==> src/hw/lvd_params.svh <==
`ifndef LVD_PARAMS_SVH
`define LVD_PARAMS_SVH
// Byte offsets on the AXI4-Lite register bus
`define LVD_OFS_CTRL 12'h000
`define LVD_OFS_THRESH 12'h004
`define LVD_OFS_IRQ 12'h008
`define LVD_OFS_RSTCAUSE 12'h00c
`define LVD_OFS_INT_STAT 12'h010
`define LVD_OFS_INT_MASK 12'h014
// Control register fields
`define LVD_BIT_ENABLE 7
`define LVD_BIT_SELECT 2
`define LVD_BIT_MODE 1
`define LVD_BIT_LEVEL 0
// Request/mask register fields
`define LVD_BIT_REQ 0
`define LVD_BIT_MASK 1
// Reset-cause field
`define LVD_BIT_CAUSE 0
// Event status fields
`define LVD_EV_REQ 0
`define LVD_EV_RST 1
// Reset values
`define LVD_RST_CTRL 8'h00
`define LVD_RST_THRESH 4'h0
`define LVD_RST_INT_MASK 2'h0
// Timing
`define LVD_CLK_MHZ 200
`define LVD_STAB_US 10
`define LVD_STAB_CYC ((`LVD_STAB_US) * (`LVD_CLK_MHZ))
`endif

==> src/hw/lvd_pkg.sv <==
`default_nettype none
package lvd_pkg;
	typedef struct packed {
		logic [11:0] addr;
		logic [31:0] data;
		logic [3:0] strb;
	} lvd_wr_s;
	typedef enum logic [1:0] {
		LVD_IDLE = 2'b00,
		LVD_RESP = 2'b01
	} lvd_bus_e;
endpackage : lvd_pkg
`default_nettype wire

==> src/hw/lvd_ctrl.sv <==
// The implementer's own choices: register access over AXI4-Lite and the placing of the registers.
`timescale 1ns/10ps
`default_nettype none
`include "lvd_params.svh"
module lvd_ctrl #(
	parameter int STAB_CYC = `LVD_STAB_CYC
) (
	// Clock and reset
	input wire logic CLK_SYS,
	input wire logic RESETN,
	// Reset cause from the system reset controller
	input wire logic SYS_RESET_BY_DETECTOR,
	// Analog comparator: high while monitored voltage is below threshold
	input wire logic COMP_BELOW,
	// Comparator controls
	output logic COMP_ENABLE,
	output logic COMP_USE_PIN,
	output logic [3:0] COMP_THRESHOLD,
	// Detector outputs
	output logic LOW_VOLTAGE_IRQ,
	output logic DETECTOR_RESET_REQ,
	output logic IRQ,
	// AXI4-Lite slave
	input wire logic [11:0] S_AXI_AWADDR,
	input wire logic S_AXI_AWVALID,
	output logic S_AXI_AWREADY,
	input wire logic [31:0] S_AXI_WDATA,
	input wire logic [3:0] S_AXI_WSTRB,
	input wire logic S_AXI_WVALID,
	output logic S_AXI_WREADY,
	output logic [1:0] S_AXI_BRESP,
	output logic S_AXI_BVALID,
	input wire logic S_AXI_BREADY,
	input wire logic [11:0] S_AXI_ARADDR,
	input wire logic S_AXI_ARVALID,
	output logic S_AXI_ARREADY,
	output logic [31:0] S_AXI_RDATA,
	output logic [1:0] S_AXI_RRESP,
	output logic S_AXI_RVALID,
	input wire logic S_AXI_RREADY
);
	import lvd_pkg::*;

	function automatic logic hit(input logic [11:0] a, input logic [11:0] ofs);
		hit = (a[11:2] == ofs[11:2]);
	endfunction : hit

	function automatic logic mapped(input logic [11:0] a);
		mapped = hit(a, `LVD_OFS_CTRL) | hit(a, `LVD_OFS_THRESH) | hit(a, `LVD_OFS_IRQ)
			| hit(a, `LVD_OFS_RSTCAUSE) | hit(a, `LVD_OFS_INT_STAT) | hit(a, `LVD_OFS_INT_MASK);
	endfunction : mapped

	// Comparator synchroniser, change accepted when stages two and three agree
	logic sync1, sync2, sync3, below;
	logic next_below;
	// Control state
	logic enable, select, mode, irq_mask, irq_req, cause, rst_req;
	logic [3:0] thresh;
	logic [1:0] int_stat, int_mask;
	logic irq_out;
	logic next_enable, next_select, next_mode, next_irq_mask, next_irq_req, next_cause, next_rst_req;
	logic [3:0] next_thresh;
	logic [1:0] next_int_stat, next_int_mask;
	logic next_irq_out;
	logic [31:0] stab_cnt, next_stab_cnt;
	logic settled;
	// Bus state
	lvd_bus_e wst, next_wst;
	lvd_bus_e rst_state, next_rst_state;
	logic aw_got, w_got, next_aw_got, next_w_got;
	lvd_wr_s wr, next_wr;
	logic [1:0] bresp, next_bresp, rresp, next_rresp;
	logic [31:0] rdata, next_rdata;
	logic do_wr;
	logic level;
	logic irq_line;
	logic [31:0] rd_mux;

	assign level = enable & below;
	assign settled = (stab_cnt == 32'h0);
	assign irq_line = enable & ~mode & level;
	assign do_wr = (wst == LVD_IDLE) & next_aw_got & next_w_got;

	always_comb begin
		next_below = below;
		if (sync2 == sync3) begin
			next_below = sync3;
		end
	end

	always_comb begin
		next_wst = wst;
		next_aw_got = aw_got;
		next_w_got = w_got;
		next_wr = wr;
		next_bresp = bresp;
		if (wst == LVD_IDLE) begin
			if (S_AXI_AWVALID & ~aw_got) begin
				next_aw_got = 1'b1;
				next_wr.addr = S_AXI_AWADDR;
			end
			if (S_AXI_WVALID & ~w_got) begin
				next_w_got = 1'b1;
				next_wr.data = S_AXI_WDATA;
				next_wr.strb = S_AXI_WSTRB;
			end
			if (next_aw_got & next_w_got) begin
				next_wst = LVD_RESP;
				next_bresp = mapped(next_wr.addr) ? 2'h0 : 2'h2;
			end
		end else if (S_AXI_BREADY) begin
			next_wst = LVD_IDLE;
			next_aw_got = 1'b0;
			next_w_got = 1'b0;
		end
	end

	always_comb begin
		rd_mux = 32'h0;
		if (hit(S_AXI_ARADDR, `LVD_OFS_CTRL)) begin
			rd_mux[`LVD_BIT_ENABLE] = enable;
			rd_mux[`LVD_BIT_SELECT] = select;
			rd_mux[`LVD_BIT_MODE] = mode;
			rd_mux[`LVD_BIT_LEVEL] = level;
		end else if (hit(S_AXI_ARADDR, `LVD_OFS_THRESH)) begin
			rd_mux[3:0] = thresh;
		end else if (hit(S_AXI_ARADDR, `LVD_OFS_IRQ)) begin
			rd_mux[`LVD_BIT_REQ] = irq_req;
			rd_mux[`LVD_BIT_MASK] = irq_mask;
			rd_mux[2] = settled;
		end else if (hit(S_AXI_ARADDR, `LVD_OFS_RSTCAUSE)) begin
			rd_mux[`LVD_BIT_CAUSE] = cause;
		end else if (hit(S_AXI_ARADDR, `LVD_OFS_INT_STAT)) begin
			rd_mux[1:0] = int_stat;
		end else if (hit(S_AXI_ARADDR, `LVD_OFS_INT_MASK)) begin
			rd_mux[1:0] = int_mask;
		end
		next_rst_state = rst_state;
		next_rdata = rdata;
		next_rresp = rresp;
		if (rst_state == LVD_IDLE) begin
			if (S_AXI_ARVALID) begin
				next_rst_state = LVD_RESP;
				next_rdata = rd_mux;
				next_rresp = mapped(S_AXI_ARADDR) ? 2'h0 : 2'h2;
			end
		end else if (S_AXI_RREADY) begin
			next_rst_state = LVD_IDLE;
		end
	end

	always_comb begin
		next_enable = enable;
		next_select = select;
		next_mode = mode;
		next_thresh = thresh;
		next_irq_mask = irq_mask;
		next_irq_req = irq_req;
		next_int_mask = int_mask;
		next_int_stat = int_stat;
		next_cause = cause;
		next_stab_cnt = stab_cnt;
		// Write lands in the cycle its last half is accepted, so use the word just captured
		if (do_wr & next_wr.strb[0]) begin
			if (hit(next_wr.addr, `LVD_OFS_CTRL)) begin
				next_enable = next_wr.data[`LVD_BIT_ENABLE];
				next_select = next_wr.data[`LVD_BIT_SELECT];
				next_mode = next_wr.data[`LVD_BIT_MODE];
				if (next_wr.data[`LVD_BIT_ENABLE] & ~enable) begin
					next_stab_cnt = STAB_CYC;
				end
			end
			if (hit(next_wr.addr, `LVD_OFS_THRESH)) begin
				next_thresh = next_wr.data[3:0];
			end
			if (hit(next_wr.addr, `LVD_OFS_IRQ)) begin
				next_irq_req = next_wr.data[`LVD_BIT_REQ];
				next_irq_mask = next_wr.data[`LVD_BIT_MASK];
			end
			if (hit(next_wr.addr, `LVD_OFS_RSTCAUSE) & next_wr.data[`LVD_BIT_CAUSE]) begin
				next_cause = 1'b0;
			end
			if (hit(next_wr.addr, `LVD_OFS_INT_STAT)) begin
				next_int_stat = int_stat & ~next_wr.data[1:0];
			end
			if (hit(next_wr.addr, `LVD_OFS_INT_MASK)) begin
				next_int_mask = next_wr.data[1:0];
			end
		end
		if (stab_cnt != 32'h0) begin
			next_stab_cnt = stab_cnt - 32'h1;
		end
		// Request flag sets on each rising edge of the request line, set beats clear
		if (irq_out == 1'b0 && irq_line == 1'b1) begin
			next_irq_req = 1'b1;
			next_int_stat[`LVD_EV_REQ] = 1'b1;
		end
		if (rst_req) begin
			next_cause = 1'b1;
			next_int_stat[`LVD_EV_RST] = 1'b1;
		end
		next_rst_req = enable & mode & level;
		next_irq_out = irq_line;
	end

	always_ff @(posedge CLK_SYS) begin
		sync1 <= COMP_BELOW;
		sync2 <= sync1;
		sync3 <= sync2;
		if (!RESETN) begin
			below <= 1'b0;
			irq_mask <= 1'b1;
			irq_req <= 1'b0;
			thresh <= `LVD_RST_THRESH;
			int_stat <= 2'h0;
			int_mask <= `LVD_RST_INT_MASK;
			rst_req <= 1'b0;
			irq_out <= 1'b0;
			stab_cnt <= 32'h0;
			wst <= LVD_IDLE;
			rst_state <= LVD_IDLE;
			aw_got <= 1'b0;
			w_got <= 1'b0;
			wr <= '0;
			bresp <= 2'h0;
			rresp <= 2'h0;
			rdata <= 32'h0;
			IRQ <= 1'b0;
			LOW_VOLTAGE_IRQ <= 1'b0;
			S_AXI_AWREADY <= 1'b1;
			S_AXI_WREADY <= 1'b1;
			S_AXI_BVALID <= 1'b0;
			S_AXI_ARREADY <= 1'b1;
			S_AXI_RVALID <= 1'b0;
		end else begin
			below <= next_below;
			irq_mask <= next_irq_mask;
			irq_req <= next_irq_req;
			thresh <= next_thresh;
			int_stat <= next_int_stat;
			int_mask <= next_int_mask;
			rst_req <= next_rst_req;
			irq_out <= next_irq_out;
			stab_cnt <= next_stab_cnt;
			wst <= next_wst;
			rst_state <= next_rst_state;
			aw_got <= next_aw_got;
			w_got <= next_w_got;
			wr <= next_wr;
			bresp <= next_bresp;
			rresp <= next_rresp;
			rdata <= next_rdata;
			IRQ <= |(next_int_stat & next_int_mask);
			LOW_VOLTAGE_IRQ <= next_irq_out & ~next_irq_mask;
			S_AXI_AWREADY <= (next_wst == LVD_IDLE) & ~next_aw_got;
			S_AXI_WREADY <= (next_wst == LVD_IDLE) & ~next_w_got;
			S_AXI_BVALID <= (next_wst == LVD_RESP);
			S_AXI_ARREADY <= (next_rst_state == LVD_IDLE);
			S_AXI_RVALID <= (next_rst_state == LVD_RESP);
		end
	end

	// Control bits and cause survive a detector-caused reset
	always_ff @(posedge CLK_SYS) begin
		if (!RESETN && !SYS_RESET_BY_DETECTOR) begin
			enable <= 1'b0;
			select <= 1'b0;
			mode <= 1'b0;
			cause <= 1'b0;
		end else if (RESETN) begin
			enable <= next_enable;
			select <= next_select;
			mode <= next_mode;
			cause <= next_cause;
		end
	end

	assign COMP_ENABLE = enable;
	assign COMP_USE_PIN = select;
	assign COMP_THRESHOLD = thresh;
	assign DETECTOR_RESET_REQ = rst_req;
	assign S_AXI_BRESP = bresp;
	assign S_AXI_RDATA = rdata;
	assign S_AXI_RRESP = rresp;
endmodule : lvd_ctrl
`default_nettype wire

==> config.mk <==
export PLATFORM = sky130hd
export DESIGN_NAME = lvd_ctrl
export DESIGN_NICKNAME = d
export VERILOG_FILES = /design/src/hw/lvd_pkg.sv /design/src/hw/lvd_ctrl.sv
export VERILOG_INCLUDE_DIRS = /design/src /design/src/hw
export SDC_FILE = /design/constraint.sdc
export NUM_CORES = 1
export LEC_CHECK = 0
export BUFFER_PORTS_ARGS = -buffer_cell sky130_fd_sc_hd__buf_2
export CAP_MARGIN = 25
export CORE_ASPECT_RATIO = 0.5
export CORE_MARGIN = 2
export CORE_UTILIZATION = 36
export CTS_BUF_LIST = sky130_fd_sc_hd__clkbuf_4
export CTS_CLUSTER_DIAMETER = 200
export DETAILED_ROUTE_END_ITERATION = 10
export GPL_TIMING_DRIVEN = 0
export PLACE_DENSITY = 0.55
export SLEW_MARGIN = 15
export SYNTH_ARGS = -nofsm -noshare
export SYNTH_HDL_FRONTEND = slang
export SYNTH_SLANG_ARGS = --single-unit
==> constraint.sdc <==
create_clock -name CLK_SYS -period 6.5 [get_ports CLK_SYS]
set_input_delay 1.625 -clock CLK_SYS [delete_from_list [all_inputs] [get_ports CLK_SYS]]
set_output_delay 1.625 -clock CLK_SYS [all_outputs]
set_load 0.03 [all_outputs]
==> results of run 1 <==
routing by layer:
| metal | track usage [%] | vias to the layer above | wire length [µm] |
|---|---|---|---|
| met2 | 28.5 | 84 | 4620 |
| met5 | 0 | - | 0 |
| met3 | 5.07 | 7 | 580 |
| met1 | 20.8 | 1656 | 4900 |
| met4 | 4.36 | 0 | 64 |
| li1 | - | 1855 | - |
cell usage after synthesis (2+ instances only):
library cell / count
sky130_fd_sc_hd__nor3b_1: 5
sky130_fd_sc_hd__clkbuf_1: 14
sky130_fd_sc_hd__o2111ai_1: 6
sky130_fd_sc_hd__a2111oi_0: 2
sky130_fd_sc_hd__o221a_2: 2
sky130_fd_sc_hd__nor4b_1: 4
sky130_fd_sc_hd__inv_1: 8
sky130_fd_sc_hd__o31ai_1: 10
sky130_fd_sc_hd__nand3_1: 2
sky130_fd_sc_hd__o21a_1: 3
sky130_fd_sc_hd__nor2_1: 40
sky130_fd_sc_hd__dfxtp_1: 88
sky130_fd_sc_hd__or4_1: 12
sky130_fd_sc_hd__nand4b_1: 5
sky130_fd_sc_hd__xnor2_1: 2
sky130_fd_sc_hd__nor4_1: 8
sky130_fd_sc_hd__or4b_2: 2
sky130_fd_sc_hd__nand4_1: 3
sky130_fd_sc_hd__a211oi_1: 2
sky130_fd_sc_hd__o31a_1: 5
sky130_fd_sc_hd__nor3_1: 11
sky130_fd_sc_hd__a22oi_1: 2
sky130_fd_sc_hd__o41ai_1: 2
sky130_fd_sc_hd__buf_4: 29
sky130_fd_sc_hd__or2_2: 9
sky130_fd_sc_hd__nand2b_1: 6
sky130_fd_sc_hd__nand2_1: 38
sky130_fd_sc_hd__ha_1: 2
sky130_fd_sc_hd__and2_1: 12
sky130_fd_sc_hd__mux2i_1: 13
sky130_fd_sc_hd__nor4_2: 2
sky130_fd_sc_hd__a21oi_1: 39
sky130_fd_sc_hd__mux2_2: 10
sky130_fd_sc_hd__o311a_1: 4
sky130_fd_sc_hd__xor2_1: 6
sky130_fd_sc_hd__nor2b_1: 2
sky130_fd_sc_hd__or3_1: 11
sky130_fd_sc_hd__and3_1: 4
sky130_fd_sc_hd__o21ai_0: 13
sky130_fd_sc_hd__or4_4: 4
sky130_fd_sc_hd__buf_6: 3
layout make-up:
type / instances / area [µm²]
Clock buffer: 9 / 67.6
Timing Repair Buffer: 54 / 270
Inverter: 8 / 30.0
Fill cell: 1164 / 6310
Clock inverter: 7 / 46.3
Tap cell: 159 / 199
Buffer: 47 / 308
Multi-Input combinational cell: 353 / 2250
Sequential cell: 88 / 1760
flip-flops by register name, indices dropped and copies added (netlist names), 2 cells and up:
register / count
S_AXI_RDATA: 5
wr: 16
stab_cnt: 32
int_stat: 2
COMP_THRESHOLD: 4
int_mask: 2
rst_state: 2
wst: 2
critical path: cells and delay by family:
family / cells / cell delay [ns]
buffers and inverters: 2 / 0.38
muxes: 1 / 0.53
AOI/OAI and AO/OA: 2 / 1.10
and+or+nand+nor: 2 / 0.74
how the worst min path moves through the flow:
stage,slack (ns),end,depth (start not counted),startpoint
floorplan,0.31,sync2,0,sync1
global placement,0.31,sync2,0,sync1
detailed placement,0.31,sync2,0,sync1
CTS,0.35,sync2,0,sync1
global route,0.36,sync2,0,sync1
finish,0.35,sync2,0,sync1
cell families (layout without fill, tap and decap cells):
logic type / count (synthesis) / in the layout / share of synthesized area (%)
buf+inv: 55 / 125 / 7.95
flops: 88 / 88 / 41.5
mux: 24 / 24 / 6.24
simple gates: 186 / 186 / 24.9
compound gates: 104 / 104 / 17.1
other cells: 1 / 29 / 0.0883
xor+xnor: 8 / 8 / 1.65
fa+ha+maj: 2 / 2 / 0.589
power groups by stage:
stage	Clock [mW]	Combinational (mW)	Sequential [mW]
2_1_floorplan	0	0.704	0.750
3_3_place_gp	0	0.868	0.766
3_5_place_dp	0	0.872	0.767
4_1_cts	0.290	0.879	0.755
5_1_grt	0.312	0.999	0.775
6_report	0.275	0.877	0.757
through the flow:
stage	total power, mW	instances	worst slack (ns)
6_report	1.91	725	2.49
5_1_grt	2.09	725	2.27
4_1_cts	1.92	724	2.51
3_5_place_dp	1.64	708	1.98
3_3_place_gp	1.63	708	2.07
2_1_floorplan	1.45	496	2.74
cells in the final DEF, fill, tap and decap left out, types with 12 or more instances in the layout:
master,instances
sky130_fd_sc_hd__or4_1,12
sky130_fd_sc_hd__o21ai_0,13
sky130_fd_sc_hd__nor2_1,40
sky130_fd_sc_hd__nand2_1,38
sky130_fd_sc_hd__a21oi_1,39
sky130_fd_sc_hd__buf_2,53
sky130_fd_sc_hd__conb_1,29
sky130_fd_sc_hd__buf_4,29
sky130_fd_sc_hd__dfxtp_1,88
sky130_fd_sc_hd__clkbuf_1,14
sky130_fd_sc_hd__and2_1,12
sky130_fd_sc_hd__mux2i_1,13
==> impl_summary.txt, run 1 <==
----------------------------------------------------
[Status]
  Outcome ... complete, no violations

[Clock network]
  Later-pin clock latency in the skew report ... 0.46 ns
  Root cell of the clock tree ... sky130_fd_sc_hd__clkbuf_4
  Resized cells post-CTS ... 0
  Sink count of the clock tree ... 88
  Clock tree from TritonCTS ... built
  Number of clock buffers inserted by TritonCTS ... 9
  Number of setup buffers added after CTS ... 0
  Number of buffers on the longest clock path ... 2
  # H-tree levels ... 3
  Clock-pin slew on the worst setup and hold paths ... 0.14 ns
  Hold-fix buffers, CTS ... 0

[Layout]
  Net total in the final layout ... 632
  Antenna cells ... 0
  Area added between synthesis and finish ... 16.2%
  Final design instance area without fill ... 0.00494 mm²
  Proportion of layout cells with a drive suffix above 1 ... 23.7%
  Final core utilization ... 43.9%

[Route]
  Via density ... 4.97
  Total iterations of the first detailed-routing run ... 4
  Iteration-0 DRC Markers ... 162
  Remaining antenna violation count after routing ... 0
  Via total after detailed routing ... 3,602
  Detail-routed net length per standard cell ... 14.0 µm
  DRC violations left ... 0
  Final WL ... 10.2 mm

[Synthesis]
  Netlist Area Pre-Place ... 0.00425 mm²
  Mapped Avg Cell Area ... 9.08 µm²
  Post-synth cell types ... 64
  Number of synthesized flops with an enable pin ... 0
  Synthesized instance count ... 468
  Share of the synthesized area in the top cell type ... 41.5%
  Cell type with the highest aggregate area in the netlist ... sky130_fd_sc_hd__dfxtp_1
  Sequential element share of the synthesized area ... 41.5%
  Dominant cells by area after synthesis ... sky130_fd_sc_hd__dfxtp_1, sky130_fd_sc_hd__buf_4, sky130_fd_sc_hd__a21oi_1
  Proportion of synthesized flip-flops having asynchronous set or reset ... 0%
  Post-synthesis register bit count ... 88
  Dominant synthesized flop cell ... sky130_fd_sc_hd__dfxtp_1
  Ys Warns ... 0

[STA]
  Setup repair after global routing missed its margin ... false
  Final Critical Period ... 4.01 ns
  Final TNS setup ... 0 ns
  Total of endpoints with negative setup slack in the final report ... 0
  Setup Skew ... 0.0105 ns
  Post-route clock period utilization ... 61.6%
  Hold violation total from the final report ... 0
  Final Slew Violations ... 0
  Min Hold Slack ... 0.346 ns
  Maximum clock frequency ... 250 MHz
  Slew margin rel. ... 45.2%
  Actual transition at the worst max-transition pin ... 0.810 ns

[Setup path]
  Maximum single-stage delay on the critical path ... 0.68 ns
  Required @ worst endpoint ... 6.87 ns
  Worst Reg-to-Reg Cells ... 6
  Startpoint-to-endpoint class of the critical path ... input pin to flip-flop
  Crit path max fanout ... 10
  Minimum setup slack among reg-to-reg paths ... 3.35 ns
  End of the critical path ... stab_cnt[17]
  Critical path arrival ... 4.38 ns
  Chain of cells forming the critical path ... buf_2, nor4b_1, mux2i_1, o2111ai_1, o41ai_4, buf_6, nor2_1
  CP Launch Point ... S_AXI_AWVALID
  Standard cell with the maximum stage delay on the critical path ... sky130_fd_sc_hd__nor4b_1
  Nature of the critical path startpoint ... input pin
  Worst reg2reg path startpoint ... aw_got
  Setup crit end kind ... flip-flop
  Reg-to-Reg End ... stab_cnt[17]

[Pwr]
  Combinational power share ... 45.9%
  Switching power share of the total ... 41.9%
  Pleak ... 2.06 nW
  Power density over the cells ... 387 mW/mm²
  P_sw ... 0.800 mW
  Cell-internal power ... 1.11 mW
  Clock power share ... 14.4%
  Largest voltage drop on the vdd net ... 162 µV
  Sequential Power Share ... 39.7%

[Place]
  Count of port buffers added during placement ... 53
  Final RePlAce weighted congestion ... 0.773
  Area after DPL ... 0.00482 mm²
  Total half-perimeter wirelength after legalization and detailed placement ... 7.54 mm

[Die]
  Die Footprint ... 0.0127 mm²
  Placement Rows ... 27
  DIE HEIGHT ... 80.8 µm
  Num ports ... 119
  Die Span X ... 158 µm
  Effective utilization at floorplan ... 37.8%
  Core area ... 0.0112 mm²

[Global routing]
  Global Route Usage Sum ... 16.7%
  First-pass GRT wire length ... 16.7 mm
  Antenna violations before repair ... 0
  Total grt overflow ... 0
  Vias in the first global route ... 3,408
  Largest net degree at the start of global routing ... 16

[Hold path]
  Class of the tightest hold or removal check ... flip-flop to flip-flop

[Job]
  Maximum capacitance violations ... 0

----------------------------------------------------
Note: power is estimated with default switching activity, not from simulation.
==> run 2, diff against run 1 <==
--- a/config.mk
+++ b/config.mk
@@ -6,6 +6,7 @@
 export SDC_FILE = /design/constraint.sdc
 export NUM_CORES = 1
 export LEC_CHECK = 0
+export ABC_AREA = 1
 export BUFFER_PORTS_ARGS = -buffer_cell sky130_fd_sc_hd__buf_2
 export CAP_MARGIN = 25
 export CORE_ASPECT_RATIO = 0.5
@@ -15,7 +16,7 @@
 export CTS_CLUSTER_DIAMETER = 200
 export DETAILED_ROUTE_END_ITERATION = 10
 export GPL_TIMING_DRIVEN = 0
-export PLACE_DENSITY = 0.55
+export PLACE_DENSITY = 0.56
 export SLEW_MARGIN = 15
 export SYNTH_ARGS = -nofsm -noshare
 export SYNTH_HDL_FRONTEND = slang
==> constraint.sdc (replaced) <==
create_clock -name CLK_SYS -period 3.6 [get_ports CLK_SYS]
set_input_delay 0.9 -clock CLK_SYS [delete_from_list [all_inputs] [get_ports CLK_SYS]]
set_output_delay 0.9 -clock CLK_SYS [all_outputs]
set_load 0.03 [all_outputs]
==> impl_summary.txt, run 2 <==
----------------------------------------------------
[Status]
  Outcome ... complete, no violations

[Synthesis]
  Cell type with the highest aggregate area in the netlist ... sky130_fd_sc_hd__dfxtp_1
  Number of synthesized flops with an enable pin ... 0 (unchanged)
  Dominant cells by area after synthesis ... sky130_fd_sc_hd__dfxtp_1, sky130_fd_sc_hd__nand2_1, sky130_fd_sc_hd__nor2_1
  Post-synth cell types ... 36 (-44%)
  Ys Warns ... 0 (unchanged)
  Post-synthesis register bit count ... 88 (unchanged)
  Netlist Area Pre-Place ... 0.00460 mm² (+8.2%)
  Share of the synthesized area in the top cell type ... 38.3% (-3.1 points)
  Sequential element share of the synthesized area ... 38.3% (-3.1 points)
  Most common cell in the netlist ... sky130_fd_sc_hd__nand2_1
  Synth cell count leaders ... sky130_fd_sc_hd__nand2_1, sky130_fd_sc_hd__nor2_1, sky130_fd_sc_hd__dfxtp_1, sky130_fd_sc_hd__inv_1, sky130_fd_sc_hd__nand3_1
  Mapped Avg Cell Area ... 6.77 µm² (-25%)
  Proportion of synthesized flip-flops having asynchronous set or reset ... 0% (unchanged)
  Synthesized instance count ... 679 (+45%)
  Dominant synthesized flop cell ... sky130_fd_sc_hd__dfxtp_1

[Route]
  Final WL ... 11.2 mm (+10%)
  DRC violations left ... 0 (unchanged)
  Via density ... 4.48 (-9.8%)
  Detail-routed net length per standard cell ... 11.8 µm (-16%)
  Remaining antenna violation count after routing ... 0 (unchanged)
  Via total after detailed routing ... 4,247 (+18%)
  Total iterations of the first detailed-routing run ... 4 (unchanged)
  Iteration-0 DRC Markers ... 215 (+33%)

[Layout]
  Number of flip-flops under the largest register name ... 32 (unchanged)
  Net total in the final layout ... 844 (+34%)
  Area added between synthesis and finish ... 16.4%
  Most common cell after layout, fill and taps aside ... sky130_fd_sc_hd__nand2_1
  Antenna cells ... 0 (unchanged)
  # fillers ... 1,362 (+17%)
  Highest-count cells in the layout ignoring fill and taps ... sky130_fd_sc_hd__nand2_1, sky130_fd_sc_hd__nor2_1, sky130_fd_sc_hd__dfxtp_1
  Final design instance area without fill ... 0.00535 mm² (+8.4%)
  Largest Register ... stab_cnt
  Register area ... 0.00176 mm² (unchanged)
  Proportion of layout cells with a drive suffix above 1 ... 17.2% (-6.5 points)
  Area of the multi-input gates ... 0.00233 mm² (+3.6%)

[Global routing]
  First-pass GRT wire length ... 19.0 mm (+14%)
  Largest net degree at the start of global routing ... 15 (-1)
  Total grt overflow ... 0 (unchanged)
  Antenna violations before repair ... 0 (unchanged)
  Vias in the first global route ... 4,008 (+18%)
  Global Route Usage Sum ... 17.4% (+0.69 points)

[Hold path]
  Class of the tightest hold or removal check ... flip-flop to flip-flop

[Place]
  Final RePlAce weighted congestion ... 0.837 (+8.3%)
  Area after DPL ... 0.00519 mm² (+7.7%)
  Count of port buffers added during placement ... 55 (+3.8%)
  Total half-perimeter wirelength after legalization and detailed placement ... 8.77 mm (+16%)

[Clock network]
  Number of setup buffers added after CTS ... 0 (unchanged)
  Clock-pin slew on the worst setup and hold paths ... 0.13 ns (about the same)
  Clock tree from TritonCTS ... built
  Hold-fix buffers, CTS ... 0 (unchanged)
  Number of buffers on the longest clock path ... 2 (unchanged)
  Root cell of the clock tree ... sky130_fd_sc_hd__clkbuf_4
  Sink count of the clock tree ... 88 (unchanged)
  Later-pin clock latency in the skew report ... 0.45 ns (about the same)
  Resized cells post-CTS ... 0 (unchanged)
  Number of clock buffers inserted by TritonCTS ... 9 (unchanged)
  # H-tree levels ... 3 (unchanged)

[STA]
  Setup repair after global routing missed its margin ... false
  Maximum clock frequency ... 479 MHz
  Actual transition at the worst max-transition pin ... 0.670 ns (-0.140 ns)
  Final Critical Period ... 2.09 ns
  Total of endpoints with negative setup slack in the final report ... 0 (unchanged)
  Final Slew Violations ... 0 (unchanged)
  Post-route clock period utilization ... 58.0%
  Slew margin rel. ... 55.3% (+10 points)
  Hold violation total from the final report ... 0 (unchanged)
  Final TNS setup ... 0 ns (unchanged)
  Setup Skew ... 0.0209 ns (+0.0103 ns)

[Pwr]
  Power density over the cells ... 670 mW/mm² (+73%)
  Largest voltage drop on the vdd net ... 267 µV (+64%)
  Pleak ... 2.64 nW (+28%)
  Overall power ... 3.58 mW (+88%)

[Job]
  Maximum capacitance violations ... 0 (unchanged)

[Setup path]
  Setup crit end kind ... flip-flop
  Critical path arrival ... 2.47 ns (-1.91 ns)
  Required @ worst endpoint ... 3.98 ns (-2.89 ns)
  Nature of the critical path startpoint ... input pin
  Startpoint-to-endpoint class of the critical path ... input pin to flip-flop
  Crit path max fanout ... 10 (unchanged)

[Die]
  Die Span X ... 164 µm (+3.9%)
  Effective utilization at floorplan ... 36.6% (-1.1 points)
  Num ports ... 119 (unchanged)
  Core area ... 0.0126 mm² (+12%)
  Die Footprint ... 0.0137 mm² (+7.9%)
  Placement Rows ... 29 (+7.4%)
  DIE HEIGHT ... 83.9 µm (+3.8%)

----------------------------------------------------
-- run 2: cell count changes in the layout (fill, tap and decap cells not counted), sizes merged, moves of 11 or more --
cell   before  now
nor2       40  123
nand2      38  140
or3        11    0
a21oi      39   20
mux2i      13    0
nor3       11   38
or4        16    0
nand4       3   21
inv        10   86
and2       12    1
o21ai      13   29
nand3       2   41
-- run 2: path summary, 6_finish.rpt --
check | depth (start not counted) | end | start | slack (ns)
worst max-delay path | 13 | mode | S_AXI_AWVALID | 1.51
worst min-delay path | 0 | sync2 | sync1 | 0.35
worst max register to register | 9 | stab_cnt[15] | stab_cnt[6] | 1.54
worst min register to register | 0 | sync2 | sync1 | 0.35
-- run 2: cells by family (layout without fill, tap and decap cells) --
family                   after synthesis  count (layout)  share of synthesized area [%]
AO/OA/AOI/OAI                         55              55                           6.48
XOR/XNOR                              20              20                           3.81
adder cells (fa/ha/maj)                2               2                          0.544
buffers and inverters                129             200                           13.2
flip-flops                            88              88                           38.3
other                                  1              29                         0.0816
AND/OR/NAND/NOR                      384             384                           37.6
-- run 2: metrics by stage --
step,utilization [%],setup WS (ns),hold slack (ns),std cells
2_1_floorplan,-,1.43,0.310,707
6_report,42.6,1.51,0.347,948
5_1_grt,42.6,1.25,0.362,948
4_1_cts,42.6,1.51,0.347,948
3_5_place_dp,41.3,1.05,0.316,932
3_3_place_gp,41.3,1.05,0.311,932
-- run 2: worst max-delay path, cell delays in order --
cell                      delay (ns)
sky130_fd_sc_hd__buf_2          0.10
sky130_fd_sc_hd__inv_1          0.10
sky130_fd_sc_hd__nor2_4         0.06
sky130_fd_sc_hd__nand2_2        0.08
sky130_fd_sc_hd__buf_4          0.17
sky130_fd_sc_hd__nand2_1        0.06
sky130_fd_sc_hd__nand2_1        0.12
sky130_fd_sc_hd__nand2_1        0.06
sky130_fd_sc_hd__nor2_1         0.31
sky130_fd_sc_hd__nand2_2        0.16
sky130_fd_sc_hd__nor2_4         0.14
sky130_fd_sc_hd__nand2_1        0.06
sky130_fd_sc_hd__a21oi_1        0.14
-- run 2: power breakdown --
| group | switching [mW] | total [mW] | internal [mW] | leakage (nW) |
|---|---|---|---|---|
| combinational | 1.08 | 1.69 | 0.604 | 1.84 |
| sequential | 0.136 | 1.27 | 1.14 | 0.721 |
| clock | 0.334 | 0.620 | 0.286 | 0.0800 |
| total | 1.55 | 3.58 | 2.03 | 2.64 |
-- run 2: area by class of cell --
cell class	instances	share of cell area [%]
flip-flops and latches	88	32.9
well taps	170	3.98
clock inverters	6	1.57
clock buffers	10	1.40
repair buffers	55	5.14
plain buffers	41	5.17
multi-input cells	490	43.6
inverters	88	6.17
-- run 2: layer usage --
layer / up-vias / track usage, % / routed length, µm
li1: 2295 / - / -
met5: - / 0 / 0
met3: 7 / 3.73 / 495
met2: 85 / 28.8 / 5090
met4: 0 / 4.31 / 89
met1: 1860 / 23.1 / 5540
